[src/hw/scp_pkg.sv]
/*
 * Shared constants of the S-curve profile block: register offsets, mode and
 * status bit positions, command codes, reset values, timing counts and the
 * profile state type.
 * Assumes a 125 MHz pclk; speeds are in pulses per second, acceleration in
 * speed units per profile tick and jerk in acceleration units per tick.
 */
package scp_pkg;

    localparam int          CLK_PERIOD_NS   = 8;
    localparam int          TICK_PERIOD_NS  = 1000;
    // Least time, so round up to whole cycles
    localparam int          TICK_CYCLES     = (TICK_PERIOD_NS + CLK_PERIOD_NS - 1) / CLK_PERIOD_NS;
    // One pulse per second of speed: the phase wraps at the clock rate
    localparam logic [31:0] PULSE_DEN       = 32'(1000000000 / CLK_PERIOD_NS);

    localparam logic [7:0]  OFF_MODE        = 8'h00;
    localparam logic [7:0]  OFF_JERK        = 8'h04;
    localparam logic [7:0]  OFF_ACCEL       = 8'h08;
    localparam logic [7:0]  OFF_INIT_SPEED  = 8'h0C;
    localparam logic [7:0]  OFF_DRIVE_SPEED = 8'h10;
    localparam logic [7:0]  OFF_PULSE_COUNT = 8'h14;
    localparam logic [7:0]  OFF_SPEED_STEP  = 8'h18;
    localparam logic [7:0]  OFF_COMMAND     = 8'h1C;
    localparam logic [7:0]  OFF_STATUS      = 8'h20;
    localparam logic [7:0]  OFF_CUR_SPEED   = 8'h24;
    localparam logic [7:0]  OFF_OUT_COUNT   = 8'h28;
    localparam logic [7:0]  OFF_CUR_ACCEL   = 8'h2C;

    localparam int          MODE_MANUAL_BIT = 0;
    localparam int          MODE_SEPDEC_BIT = 1;
    localparam int          MODE_SCURVE_BIT = 2;

    localparam int          ST_BUSY_BIT     = 0;
    localparam int          ST_ACCEL_BIT    = 1;
    localparam int          ST_CONST_BIT    = 2;
    localparam int          ST_DECEL_BIT    = 3;
    localparam int          ST_REJECT_BIT   = 4;

    localparam logic [7:0]  CMD_START_FIXED = 8'h20;
    localparam logic [7:0]  CMD_START_CONT  = 8'h22;
    localparam logic [7:0]  CMD_DECEL_STOP  = 8'h26;
    localparam logic [7:0]  CMD_SPEED_INC   = 8'h70;
    localparam logic [7:0]  CMD_SPEED_DEC   = 8'h71;

    localparam logic [2:0]  MODE_RESET      = 3'h0;
    localparam logic [31:0] JERK_RESET      = 32'h00000001;
    localparam logic [31:0] ACCEL_MAX       = 32'h1FFFFFFF;
    localparam logic [31:0] INIT_SPEED_RST  = 32'h00000001;
    localparam logic [31:0] DRIVE_SPEED_RST = 32'h00000001;
    localparam logic [31:0] ZERO_WORD       = 32'h00000000;

    typedef enum logic [3:0] {
        ST_IDLE, ST_ACC_UP, ST_ACC_HOLD, ST_ACC_DOWN, ST_CONST,
        ST_DEC_UP, ST_DEC_HOLD, ST_DEC_DOWN, ST_CREEP
    } scp_state_e;

endpackage

[src/hw/scp_axis.sv]
/*
 * S-curve speed profile for one axis with an APB register slave, profile
 * tick base and step pulse output.
 * Assumes an APB master on pclk, synchronous sync_speed_* inputs, and a
 * motor driver taking one step per step_out pulse.
 */
// Function
// - Symmetric fixed move: acceleration past one twelfth of total turns ramp down.
// - Decelerating stop while accelerating first brings acceleration to zero.
// - Drive speed changes ignored during S-curve fixed-pulse moves.
// - Pulse count rewrite while decelerating is taken; shape then not exact.
// - Low initial speed may end early or creep at initial speed.
// - Surplus pulses from zero to initial speed come out at the peak.
// - Continuous S-curve speed changes only taken at constant speed.
// - Increase, decrease and sync speed changes invalid while ramping in S-curve mode.
// - Partial S-curve ramps acceleration to the setting then holds it.
// - Ramp down acceleration once speed gap falls below ramp-up gain.
// - Deceleration uses the same ramp, hold, ramp-down shape.
// - Mode bits: 0 manual decel, 1 separate decel, 2 S-curve.
// - Auto decel starts when remaining pulses drop to acceleration pulses.
`timescale 1ns/1ns
module scp_axis
    import scp_pkg::*;
#(
    parameter int TICKS = TICK_CYCLES
) (
    input  wire logic        pclk,
    input  wire logic        presetn,
    input  wire logic        psel,
    input  wire logic        penable,
    input  wire logic        pwrite,
    input  wire logic [7:0]  paddr,
    input  wire logic [31:0] pwdata,
    output logic      [31:0] prdata,
    output logic             pready,
    output logic             pslverr,
    input  wire logic        sync_speed_load,
    input  wire logic [31:0] sync_speed_value,
    output logic             step_out
);
    logic [2:0]  mode_config_reg;
    logic [31:0] jerk_param;
    logic [31:0] accel_param;
    logic [31:0] initial_speed_param;
    logic [31:0] drive_speed_param;
    logic [31:0] pulse_count_param;
    logic [31:0] speed_step;
    scp_state_e  state;
    logic [31:0] speed;
    logic [31:0] accel;
    logic [31:0] target;
    logic [31:0] gain_up;
    logic [31:0] gain_dn;
    logic [31:0] out_cnt;
    logic [31:0] acc_pulses;
    logic        fixed_move;
    logic        stop_pend;
    logic        reject_flag;
    logic        tick;
    logic        pulse;
    logic        wr_en;
    logic        rd_setup;
    logic        cmd_wr;
    logic        start_fixed;
    logic        start_cont;
    logic        manual_decel_sel;
    logic        separate_decel_sel;
    logic        scurve_sel;
    logic        ramping;
    logic        chg_ok;
    logic        chg_req;
    logic [31:0] chg_value;
    logic [31:0] ej;
    logic [31:0] floor_spd;
    logic [31:0] remaining;
    logic [32:0] acc_inc;
    logic [32:0] spd_up;
    logic [32:0] spd_dn_lim;
    logic [35:0] out_x12;
    logic        tri12;
    logic        gap_small;
    logic        dec_close;
    logic        last_pulse;
    logic        constant_speed_flag;
    logic [31:0] rd_mux;
    logic        rd_map;

    scp_tick_gen #(
        .TICKS   (TICKS)
    ) u_tick (
        .pclk    (pclk),
        .presetn (presetn),
        .tick    (tick)
    );

    scp_pulse_gen #(
        .DEN     (PULSE_DEN)
    ) u_pulse (
        .pclk    (pclk),
        .presetn (presetn),
        .en      (state != ST_IDLE),
        .speed   (speed),
        .pulse   (pulse)
    );

    assign step_out = pulse;

    // APB decode: one wait state, access completes when pready is seen high
    assign wr_en    = psel && penable && pready && pwrite;
    assign rd_setup = psel && penable && !pready;
    assign cmd_wr   = wr_en && (paddr == OFF_COMMAND);

    assign manual_decel_sel   = mode_config_reg[MODE_MANUAL_BIT];
    assign separate_decel_sel = mode_config_reg[MODE_SEPDEC_BIT];
    assign scurve_sel         = mode_config_reg[MODE_SCURVE_BIT];

    assign start_fixed = cmd_wr && (pwdata[7:0] == CMD_START_FIXED) && (pulse_count_param != ZERO_WORD);
    assign start_cont  = cmd_wr && (pwdata[7:0] == CMD_START_CONT);

    // Linear mode: acceleration steps straight to its setting
    assign ej = scurve_sel ? jerk_param : accel_param;

    assign ramping             = (state != ST_IDLE) && (state != ST_CONST) && (state != ST_CREEP);
    assign constant_speed_flag = (state == ST_CONST);

    // Speed change gate for writes, increase/decrease and sync loads
    always_comb begin
        chg_req   = 1'b0;
        chg_value = target;
        if (wr_en && (paddr == OFF_DRIVE_SPEED)) begin
            chg_req   = 1'b1;
            chg_value = pwdata;
        end else if (cmd_wr && (pwdata[7:0] == CMD_SPEED_INC)) begin
            chg_req   = 1'b1;
            chg_value = target + speed_step;
        end else if (cmd_wr && (pwdata[7:0] == CMD_SPEED_DEC)) begin
            chg_req   = 1'b1;
            chg_value = (target > speed_step) ? target - speed_step : initial_speed_param;
        end else if (sync_speed_load) begin
            chg_req   = 1'b1;
            chg_value = sync_speed_value;
        end
    end

    always_comb begin
        if (state == ST_IDLE || !scurve_sel) begin
            chg_ok = 1'b1;
        end else if (fixed_move) begin
            chg_ok = 1'b0;
        end else begin
            chg_ok = constant_speed_flag && !ramping;
        end
    end

    assign floor_spd  = (stop_pend || fixed_move) ? initial_speed_param : target;
    assign remaining  = (pulse_count_param > out_cnt) ? pulse_count_param - out_cnt : ZERO_WORD;
    assign acc_inc    = {1'b0, accel} + {1'b0, ej};
    assign spd_up     = {1'b0, speed} + {1'b0, accel};
    assign spd_dn_lim = {1'b0, floor_spd} + {1'b0, accel};
    assign out_x12    = {1'b0, out_cnt, 3'b000} + {2'b00, out_cnt, 2'b00};
    assign tri12      = fixed_move && !manual_decel_sel && !separate_decel_sel
                        && (out_x12 > {4'h0, pulse_count_param});
    assign gap_small  = (target <= speed) || ((target - speed) <= gain_up);
    assign dec_close  = (speed <= floor_spd) || ((speed - floor_spd) <= gain_dn);
    assign last_pulse = fixed_move && pulse && ((out_cnt + 32'h1) >= pulse_count_param);

    // Register file
    always_ff @(posedge pclk or negedge presetn) begin
        if (!presetn) begin
            mode_config_reg     <= MODE_RESET;
            jerk_param          <= JERK_RESET;
            accel_param         <= ACCEL_MAX;
            initial_speed_param <= INIT_SPEED_RST;
            drive_speed_param   <= DRIVE_SPEED_RST;
            pulse_count_param   <= ZERO_WORD;
            speed_step          <= ZERO_WORD;
        end else if (wr_en) begin
            unique case (paddr)
                OFF_MODE:        mode_config_reg     <= pwdata[2:0];
                OFF_JERK:        jerk_param          <= pwdata;
                OFF_ACCEL:       accel_param         <= pwdata;
                OFF_INIT_SPEED:  initial_speed_param <= pwdata;
                OFF_DRIVE_SPEED: drive_speed_param   <= pwdata;
                // Taken at once even mid-deceleration; the curve then bends
                OFF_PULSE_COUNT: pulse_count_param   <= pwdata;
                OFF_SPEED_STEP:  speed_step          <= pwdata;
                default: begin
                end
            endcase
        end
    end

    // Pulse counters
    always_ff @(posedge pclk or negedge presetn) begin
        if (!presetn) begin
            out_cnt    <= ZERO_WORD;
            acc_pulses <= ZERO_WORD;
        end else if (state == ST_IDLE) begin
            if (start_fixed || start_cont) begin
                out_cnt    <= ZERO_WORD;
                acc_pulses <= ZERO_WORD;
            end
        end else if (pulse) begin
            out_cnt <= out_cnt + 32'h1;
            if (state == ST_ACC_UP || state == ST_ACC_HOLD || state == ST_ACC_DOWN) begin
                acc_pulses <= acc_pulses + 32'h1;
            end
        end
    end

    // Rejected speed change seen; cleared by a status read, a new event wins
    always_ff @(posedge pclk or negedge presetn) begin
        if (!presetn) begin
            reject_flag <= 1'b0;
        end else if (chg_req && !chg_ok) begin
            reject_flag <= 1'b1;
        end else if (psel && penable && pready && !pwrite && paddr == OFF_STATUS) begin
            reject_flag <= 1'b0;
        end
    end

    // Profile engine
    always_ff @(posedge pclk or negedge presetn) begin
        if (!presetn) begin
            state      <= ST_IDLE;
            speed      <= ZERO_WORD;
            accel      <= ZERO_WORD;
            target     <= ZERO_WORD;
            gain_up    <= ZERO_WORD;
            gain_dn    <= ZERO_WORD;
            fixed_move <= 1'b0;
            stop_pend  <= 1'b0;
        end else if (state == ST_IDLE) begin
            if (start_fixed || start_cont) begin
                fixed_move <= start_fixed;
                stop_pend  <= 1'b0;
                target     <= drive_speed_param;
                speed      <= initial_speed_param;
                accel      <= ZERO_WORD;
                gain_up    <= ZERO_WORD;
                gain_dn    <= ZERO_WORD;
                state      <= (drive_speed_param > initial_speed_param) ? ST_ACC_UP : ST_CONST;
            end
        end else if (last_pulse) begin
            // Count done ends the move wherever the speed stands
            state <= ST_IDLE;
            accel <= ZERO_WORD;
        end else begin
            if (cmd_wr && pwdata[7:0] == CMD_DECEL_STOP) begin
                stop_pend <= 1'b1;
            end
            if (chg_req && chg_ok) begin
                target <= chg_value;
            end
            // A rejected request leaves target alone and is not kept
            if (tick) begin
                unique case (state)
                    ST_ACC_UP: begin
                        speed <= (spd_up >= {1'b0, target}) ? target : spd_up[31:0];
                        if (stop_pend || tri12 || gap_small) begin
                            state <= ST_ACC_DOWN;
                        end else if (acc_inc >= {1'b0, accel_param}) begin
                            accel   <= accel_param;
                            gain_up <= gain_up + accel;
                            state   <= ST_ACC_HOLD;
                        end else begin
                            accel   <= acc_inc[31:0];
                            gain_up <= gain_up + accel;
                        end
                    end
                    ST_ACC_HOLD: begin
                        speed <= (spd_up >= {1'b0, target}) ? target : spd_up[31:0];
                        if (stop_pend || gap_small) begin
                            state <= ST_ACC_DOWN;
                        end
                    end
                    ST_ACC_DOWN: begin
                        speed <= (spd_up >= {1'b0, target}) ? target : spd_up[31:0];
                        if (accel <= ej || spd_up >= {1'b0, target}) begin
                            accel   <= ZERO_WORD;
                            gain_dn <= ZERO_WORD;
                            // Deceleration only once acceleration is gone
                            state   <= stop_pend ? ST_DEC_UP : ST_CONST;
                        end else begin
                            accel <= accel - ej;
                        end
                    end
                    ST_CONST: begin
                        // Pulses left over from the short ramp run here at the peak
                        if (stop_pend || (fixed_move && !manual_decel_sel
                                          && remaining <= acc_pulses)) begin
                            gain_dn <= ZERO_WORD;
                            state   <= ST_DEC_UP;
                        end else if (target > speed) begin
                            gain_up <= ZERO_WORD;
                            state   <= ST_ACC_UP;
                        end else if (target < speed) begin
                            gain_dn <= ZERO_WORD;
                            state   <= ST_DEC_UP;
                        end
                    end
                    ST_DEC_UP: begin
                        speed <= ({1'b0, speed} <= spd_dn_lim) ? floor_spd : speed - accel;
                        if (dec_close) begin
                            state <= ST_DEC_DOWN;
                        end else if (acc_inc >= {1'b0, accel_param}) begin
                            accel   <= accel_param;
                            gain_dn <= gain_dn + accel;
                            state   <= ST_DEC_HOLD;
                        end else begin
                            accel   <= acc_inc[31:0];
                            gain_dn <= gain_dn + accel;
                        end
                    end
                    ST_DEC_HOLD: begin
                        speed <= ({1'b0, speed} <= spd_dn_lim) ? floor_spd : speed - accel;
                        if (dec_close) begin
                            state <= ST_DEC_DOWN;
                        end
                    end
                    ST_DEC_DOWN: begin
                        if (accel <= ej || {1'b0, speed} <= spd_dn_lim) begin
                            speed <= floor_spd;
                            accel <= ZERO_WORD;
                            if (fixed_move) begin
                                state <= ST_CREEP;
                            end else if (stop_pend) begin
                                state <= ST_IDLE;
                            end else begin
                                state <= ST_CONST;
                            end
                        end else begin
                            speed <= speed - accel;
                            accel <= accel - ej;
                        end
                    end
                    ST_CREEP: begin
                        // Leftover pulses go out at initial speed until the count ends
                        speed <= initial_speed_param;
                    end
                    default: begin
                        state <= ST_IDLE;
                    end
                endcase
            end
        end
    end

    // Read side
    always_comb begin
        rd_map = 1'b1;
        rd_mux = ZERO_WORD;
        unique case (paddr)
            OFF_MODE:        rd_mux = {29'h0, mode_config_reg};
            OFF_JERK:        rd_mux = jerk_param;
            OFF_ACCEL:       rd_mux = accel_param;
            OFF_INIT_SPEED:  rd_mux = initial_speed_param;
            OFF_DRIVE_SPEED: rd_mux = drive_speed_param;
            OFF_PULSE_COUNT: rd_mux = pulse_count_param;
            OFF_SPEED_STEP:  rd_mux = speed_step;
            OFF_COMMAND:     rd_mux = ZERO_WORD;
            OFF_STATUS: begin
                rd_mux[ST_BUSY_BIT]   = (state != ST_IDLE);
                rd_mux[ST_ACCEL_BIT]  = (state == ST_ACC_UP) || (state == ST_ACC_HOLD) || (state == ST_ACC_DOWN);
                rd_mux[ST_CONST_BIT]  = constant_speed_flag;
                rd_mux[ST_DECEL_BIT]  = (state == ST_DEC_UP) || (state == ST_DEC_HOLD) || (state == ST_DEC_DOWN);
                rd_mux[ST_REJECT_BIT] = reject_flag;
            end
            OFF_CUR_SPEED:   rd_mux = speed;
            OFF_OUT_COUNT:   rd_mux = out_cnt;
            OFF_CUR_ACCEL:   rd_mux = accel;
            default:         rd_map = 1'b0;
        endcase
    end

    always_ff @(posedge pclk or negedge presetn) begin
        if (!presetn) begin
            pready  <= 1'b0;
            pslverr <= 1'b0;
            prdata  <= ZERO_WORD;
        end else if (rd_setup) begin
            pready  <= 1'b1;
            pslverr <= !rd_map;
            prdata  <= (pwrite || !rd_map) ? ZERO_WORD : rd_mux;
        end else begin
            pready  <= 1'b0;
            pslverr <= 1'b0;
        end
    end

endmodule

[src/hw/scp_pulse_gen.sv]
/*
 * Step pulse generator: phase accumulator adds the speed every cycle and
 * emits a one-cycle pulse on each wrap at DEN.
 * Assumes speed stays at most DEN/2, so pulses are at least two cycles apart.
 */
`timescale 1ns/1ns
module scp_pulse_gen
    import scp_pkg::*;
#(
    parameter logic [31:0] DEN = PULSE_DEN
) (
    input  wire logic        pclk,
    input  wire logic        presetn,
    input  wire logic        en,
    input  wire logic [31:0] speed,
    output logic             pulse
);
    logic [32:0] phase;
    logic [32:0] next_phase;

    assign next_phase = phase + {1'b0, speed};

    always_ff @(posedge pclk or negedge presetn) begin
        if (!presetn) begin
            phase <= '0;
            pulse <= 1'b0;
        end else if (!en) begin
            // Fresh phase per move keeps the first pulse timing repeatable
            phase <= '0;
            pulse <= 1'b0;
        end else if (next_phase >= {1'b0, DEN}) begin
            phase <= next_phase - {1'b0, DEN};
            pulse <= 1'b1;
        end else begin
            phase <= next_phase;
            pulse <= 1'b0;
        end
    end

endmodule

[src/hw/scp_tick_gen.sv]
/*
 * Profile time base: one-cycle tick every TICKS clock cycles.
 * Assumes pclk free running and presetn asynchronous, active low.
 */
`timescale 1ns/1ns
module scp_tick_gen
    import scp_pkg::*;
#(
    parameter int TICKS = TICK_CYCLES
) (
    input  wire logic pclk,
    input  wire logic presetn,
    output logic      tick
);
    localparam int CW = $clog2(TICKS + 1);

    logic [CW-1:0] cnt;

    // A single-cycle period would leave tick stuck high
    if (TICKS < 2) begin : g_bad_ticks
        $error("scp_tick_gen: TICKS must be at least 2");
    end

    always_ff @(posedge pclk or negedge presetn) begin
        if (!presetn) begin
            cnt  <= '0;
            tick <= 1'b0;
        end else if (cnt == CW'(TICKS - 1)) begin
            cnt  <= '0;
            tick <= 1'b1;
        end else begin
            cnt  <= cnt + 1'b1;
            tick <= 1'b0;
        end
    end

endmodule

[config.mk]
export PLATFORM = sky130hd
export DESIGN_NAME = scp_axis
export DESIGN_NICKNAME = d
export VERILOG_FILES = /design/src/hw/scp_pkg.sv /design/src/hw/scp_axis.sv /design/src/hw/scp_pulse_gen.sv /design/src/hw/scp_tick_gen.sv
export SDC_FILE = /design/constraint.sdc
export NUM_CORES = 2
export LEC_CHECK = 0
export BUFFER_PORTS_ARGS = -buffer_cell sky130_fd_sc_hd__buf_2
export CORE_MARGIN = 10
export CORE_UTILIZATION = 30
export DETAILED_ROUTE_END_ITERATION = 6
export PLACE_DENSITY = 0.49
export SLEW_MARGIN = 20
export SYNTH_ARGS = -nofsm -noshare
export SYNTH_HDL_FRONTEND = slang
export SYNTH_SLANG_ARGS = --single-unit
[constraint.sdc]
create_clock -name pclk -period 8.8 [get_ports pclk]
set_clock_uncertainty 0.1 [all_clocks]
set_input_delay 1.76 -clock pclk [delete_from_list [all_inputs] [get_ports pclk]]
set_output_delay 1.76 -clock pclk [all_outputs]
set_load 0.1 [all_outputs]
==> metrics.csv <==
metric;value;unit
crit_family;compound AO/OA/AOI/OAI gates;
status;finished with violations;
gp_congestion;1.123;
cts_root_buf;clkbuf_16;
syn-num-nets;7852;
grt_antenna_before_repair;26;
seq_area;0.01260;mm²
finalHoldViolCount;0;
reg2reg_to;speed[10];
grt_max_degree;114;
synth_async_sr_flop_share;100.0;%
viasPerCell;6.077;
tightest_slew;1.199;ns
min_to;prdata[26];
worstSetupEndpointType;flop;
core_area;0.1872;mm²
largest_register;u_pulse.phase;
ys_seq_area_share;22.36;%
grt_pass1_vias;55830;
fin_nets;7970;
ys.flop_type;dfrtp_1;
timing.slew.headroom;19.20;%
cts_tree;yes;
ys_ff_latch;502;
leakagePower;28.69;nW
area_growth;12.52;%
wl;303.1;mm
cpPeakStageDelay;0.89;ns
cp_slowest_cell;dfrtp_1;
placedCellCount;9553;
finalMaxSlewViolations;0;
syn-cell-area;0.05636;mm²
synth_cell_types;108;
drt_iter0_drc;7144;
nFillCells;19700;
worstPathMaxFanout;22;
hpwl;238.3;mm
rsz0062_at_grt;no;
synth_top_cell_by_area;dfrtp_1;
routed-via-count;59020;
ant_nets;0;
routedWlPerCell;31.21;µm
largest_register_ffs;33;
violations;design-rule violations;
min_period_over_period;97.79;%
critPathArrivalTime;9.08;ns
r2r_start;accel[11];
ys_top_cells_by_count;735 x ha_1, 569 x nand2_1, 568 x inv_1, 554 x nor2_1, 547 x a21oi_1;
crit_required;9.27;ns
layout-drive-gt1-share;11.13;%
setup_violations;0;
die_area;0.2056;mm²
port_buffers;112;
pin_count;113;
dr.pass1.iters;7;
cts.sinks;502;
start_util;30.11;%
fin_crit;8.605;ns
powerDensity;107.0;mW/mm²
grt_pass1_wl;425.1;mm
cts_buffers;71;
min_path_type;flop to flop;
dpl_cell_area;0.06076;mm²
hold_path.startpoint;prdata[26];
htreeDepth;3;
overflow;0;
clockBufferDepth;3;
path_class;flop to flop;
synth-edff-count;0;
path_cells;inv_1 > ha_1 > nor3b_1 > o41ai_2 > buf_4 > a2111oi_0 > nand3b_1 > a211oi_1 > xor2_1 > ha_1 > a21oi_1 > o21ai_0 > a2111oi_0 > nand4_1 > o31ai_1 > nand3_1 > a21oi_4 > buf_12 > mux2i_1 > o221ai_1 > a221oi_1 > a211oi_1;
clock_latency;0.76;ns
rrSetupSlack;0.19;ns
r2r_cells;22;
grt_usage;28.36;%
crit_buf_inv;3;
multiInputGateArea;0.04052;mm²
ys_warn_count;0;
rows;159;
yosys-top-cells-area;dfrtp_1 21%, ha_1 16%, a21oi_1 4.9%, xnor2_1 4.5%, nand2_1 3.8%;
synthCells;7025;
synth.top_cell.area_share;20.87;%
max-cap-violations;0;
final_area;0.06342;mm²
holdWs;0.3734;ns
startpoint_type;flop;
die_y;453.4;µm
drcViolationCount;32;
syn_area_per_cell;8.023;µm²
worstHoldPathCells;1;
max-vdd-ir-drop;0.1397;mV
die_w;453.4;µm
yosysMostFrequentCell;ha_1;
fmax;116.2;MHz
finalNonFillerCells;9713;
clkTransAtPathRegs;0.06;ns
==> kinds of logic after synthesis <==
group / share of synthesized area, %
AOI/OAI and AO/OA: 27.02
and+or+nand+nor: 17.03
buffers and inverters: 6.114
adders and majority gates: 16.81
muxes: 4.427
DFF: 22.36
xor gates and xnor gates: 6.232
==> metrics by stage <==
stage	utilization, %	total power, mW	setup TNS, ns	setup WS [ns]
after floorplan	-	3.084	0	1.925
after global placement	32.44	3.578	-6.008	-0.3319
after detailed placement	32.46	3.589	-3.175	-0.2179
after CTS	33.79	6.776	0	0.01025
after global routing	33.85	6.982	0	0.01581
final	33.88	6.784	0	0.1948
==> metal layers <==
| layer | vias up | GRT usage (%) | part of all wire, % |
|---|---|---|---|
| met1 | 28840 | 36.28 | 41 |
| li1 | 26140 | - | - |
| met5 | - | 0 | 0.021 |
| met4 | 10 | 20.74 | 8.7 |
| met3 | 833 | 6.780 | 9.5 |
| met2 | 3204 | 41.35 | 41 |
==> worst reg2reg max path: cells and delay by family (launching register included) <==
family                   cells  cell delay, ns
adder cells (fa/ha/maj)      2            0.88
multiplexers                 1            0.21
AND/OR/NAND/NOR              4            1.29
buffers and inverters        3            0.81
flip-flops                   1            0.89
XOR/XNOR                     1            0.44
AO/OA/AOI/OAI               11            3.84
==> layout by cell type, fill, tap and decap left out, types with 32 or more instances in the layout <==
cell,count
a31oi_1,90
o221ai_1,41
nor3_1,136
nand4_1,111
a211o_1,38
xnor2_1,292
o21ai_0,392
o31ai_1,90
nand3_1,163
xor2_1,109
a21o_1,250
mux2i_1,62
nand2_1,567
o21bai_1,53
buf_4,239
nand2b_1,86
o211ai_1,65
o21a_1,91
a221oi_1,81
inv_1,568
or3_1,60
and3_1,60
ha_1,735
dfrtp_1,469
clkbuf_16,72
buf_2,111
dfstp_2,32
nor2b_1,49
a22o_1,39
nor4_1,51
nor2_1,537
mux2_2,162
a22oi_1,37
a21oi_1,547
a222oi_1,38
a211oi_1,87
==> power breakdown <==
part           internal [mW]  switching (mW)  leakage [nW]
Sequential              2.33          0.0524          6.30
Clock                   1.84            1.35          1.21
Combinational          0.415           0.803          21.2
==> how the worst max path moves through the flow <==
stage,slack (ns),to,cells after the start,startpoint
floorplan,1.92,gain_dn[31],27,fixed_move
global placement,-0.33,accel[11],27,target[8]
detailed placement,-0.22,accel[11],28,speed[1]
CTS,0.01,speed[17],28,stop_pend
global route,0.02,accel[16],27,target[8]
finish,0.19,speed[10],22,accel[11]
==> final cells by class <==
| class | instances | share of cell area [%] |
|---|---|---|
| antenna | 19 | 0.07497 |
| clock buffer | 102 | 3.287 |
| clock inverter | 27 | 0.6215 |
| inverter | 575 | 3.403 |
| multi-input combinational | 5636 | 63.90 |
| sequential | 502 | 19.87 |
| tap | 2495 | 4.923 |
| timing repair buffer | 357 | 3.918 |
==> timing repair <==
item | 4_1_cts | 5_1_grt
pin swaps | 1 | 2
gates resized for setup | 2 | 4
gates cloned | 1 | 0
setup endpoints to repair | 27 | 74
hold buffers | 0 | 0
buffers inserted | 0 | 10
No activity file was read; power rests on OpenSTA's default activity.
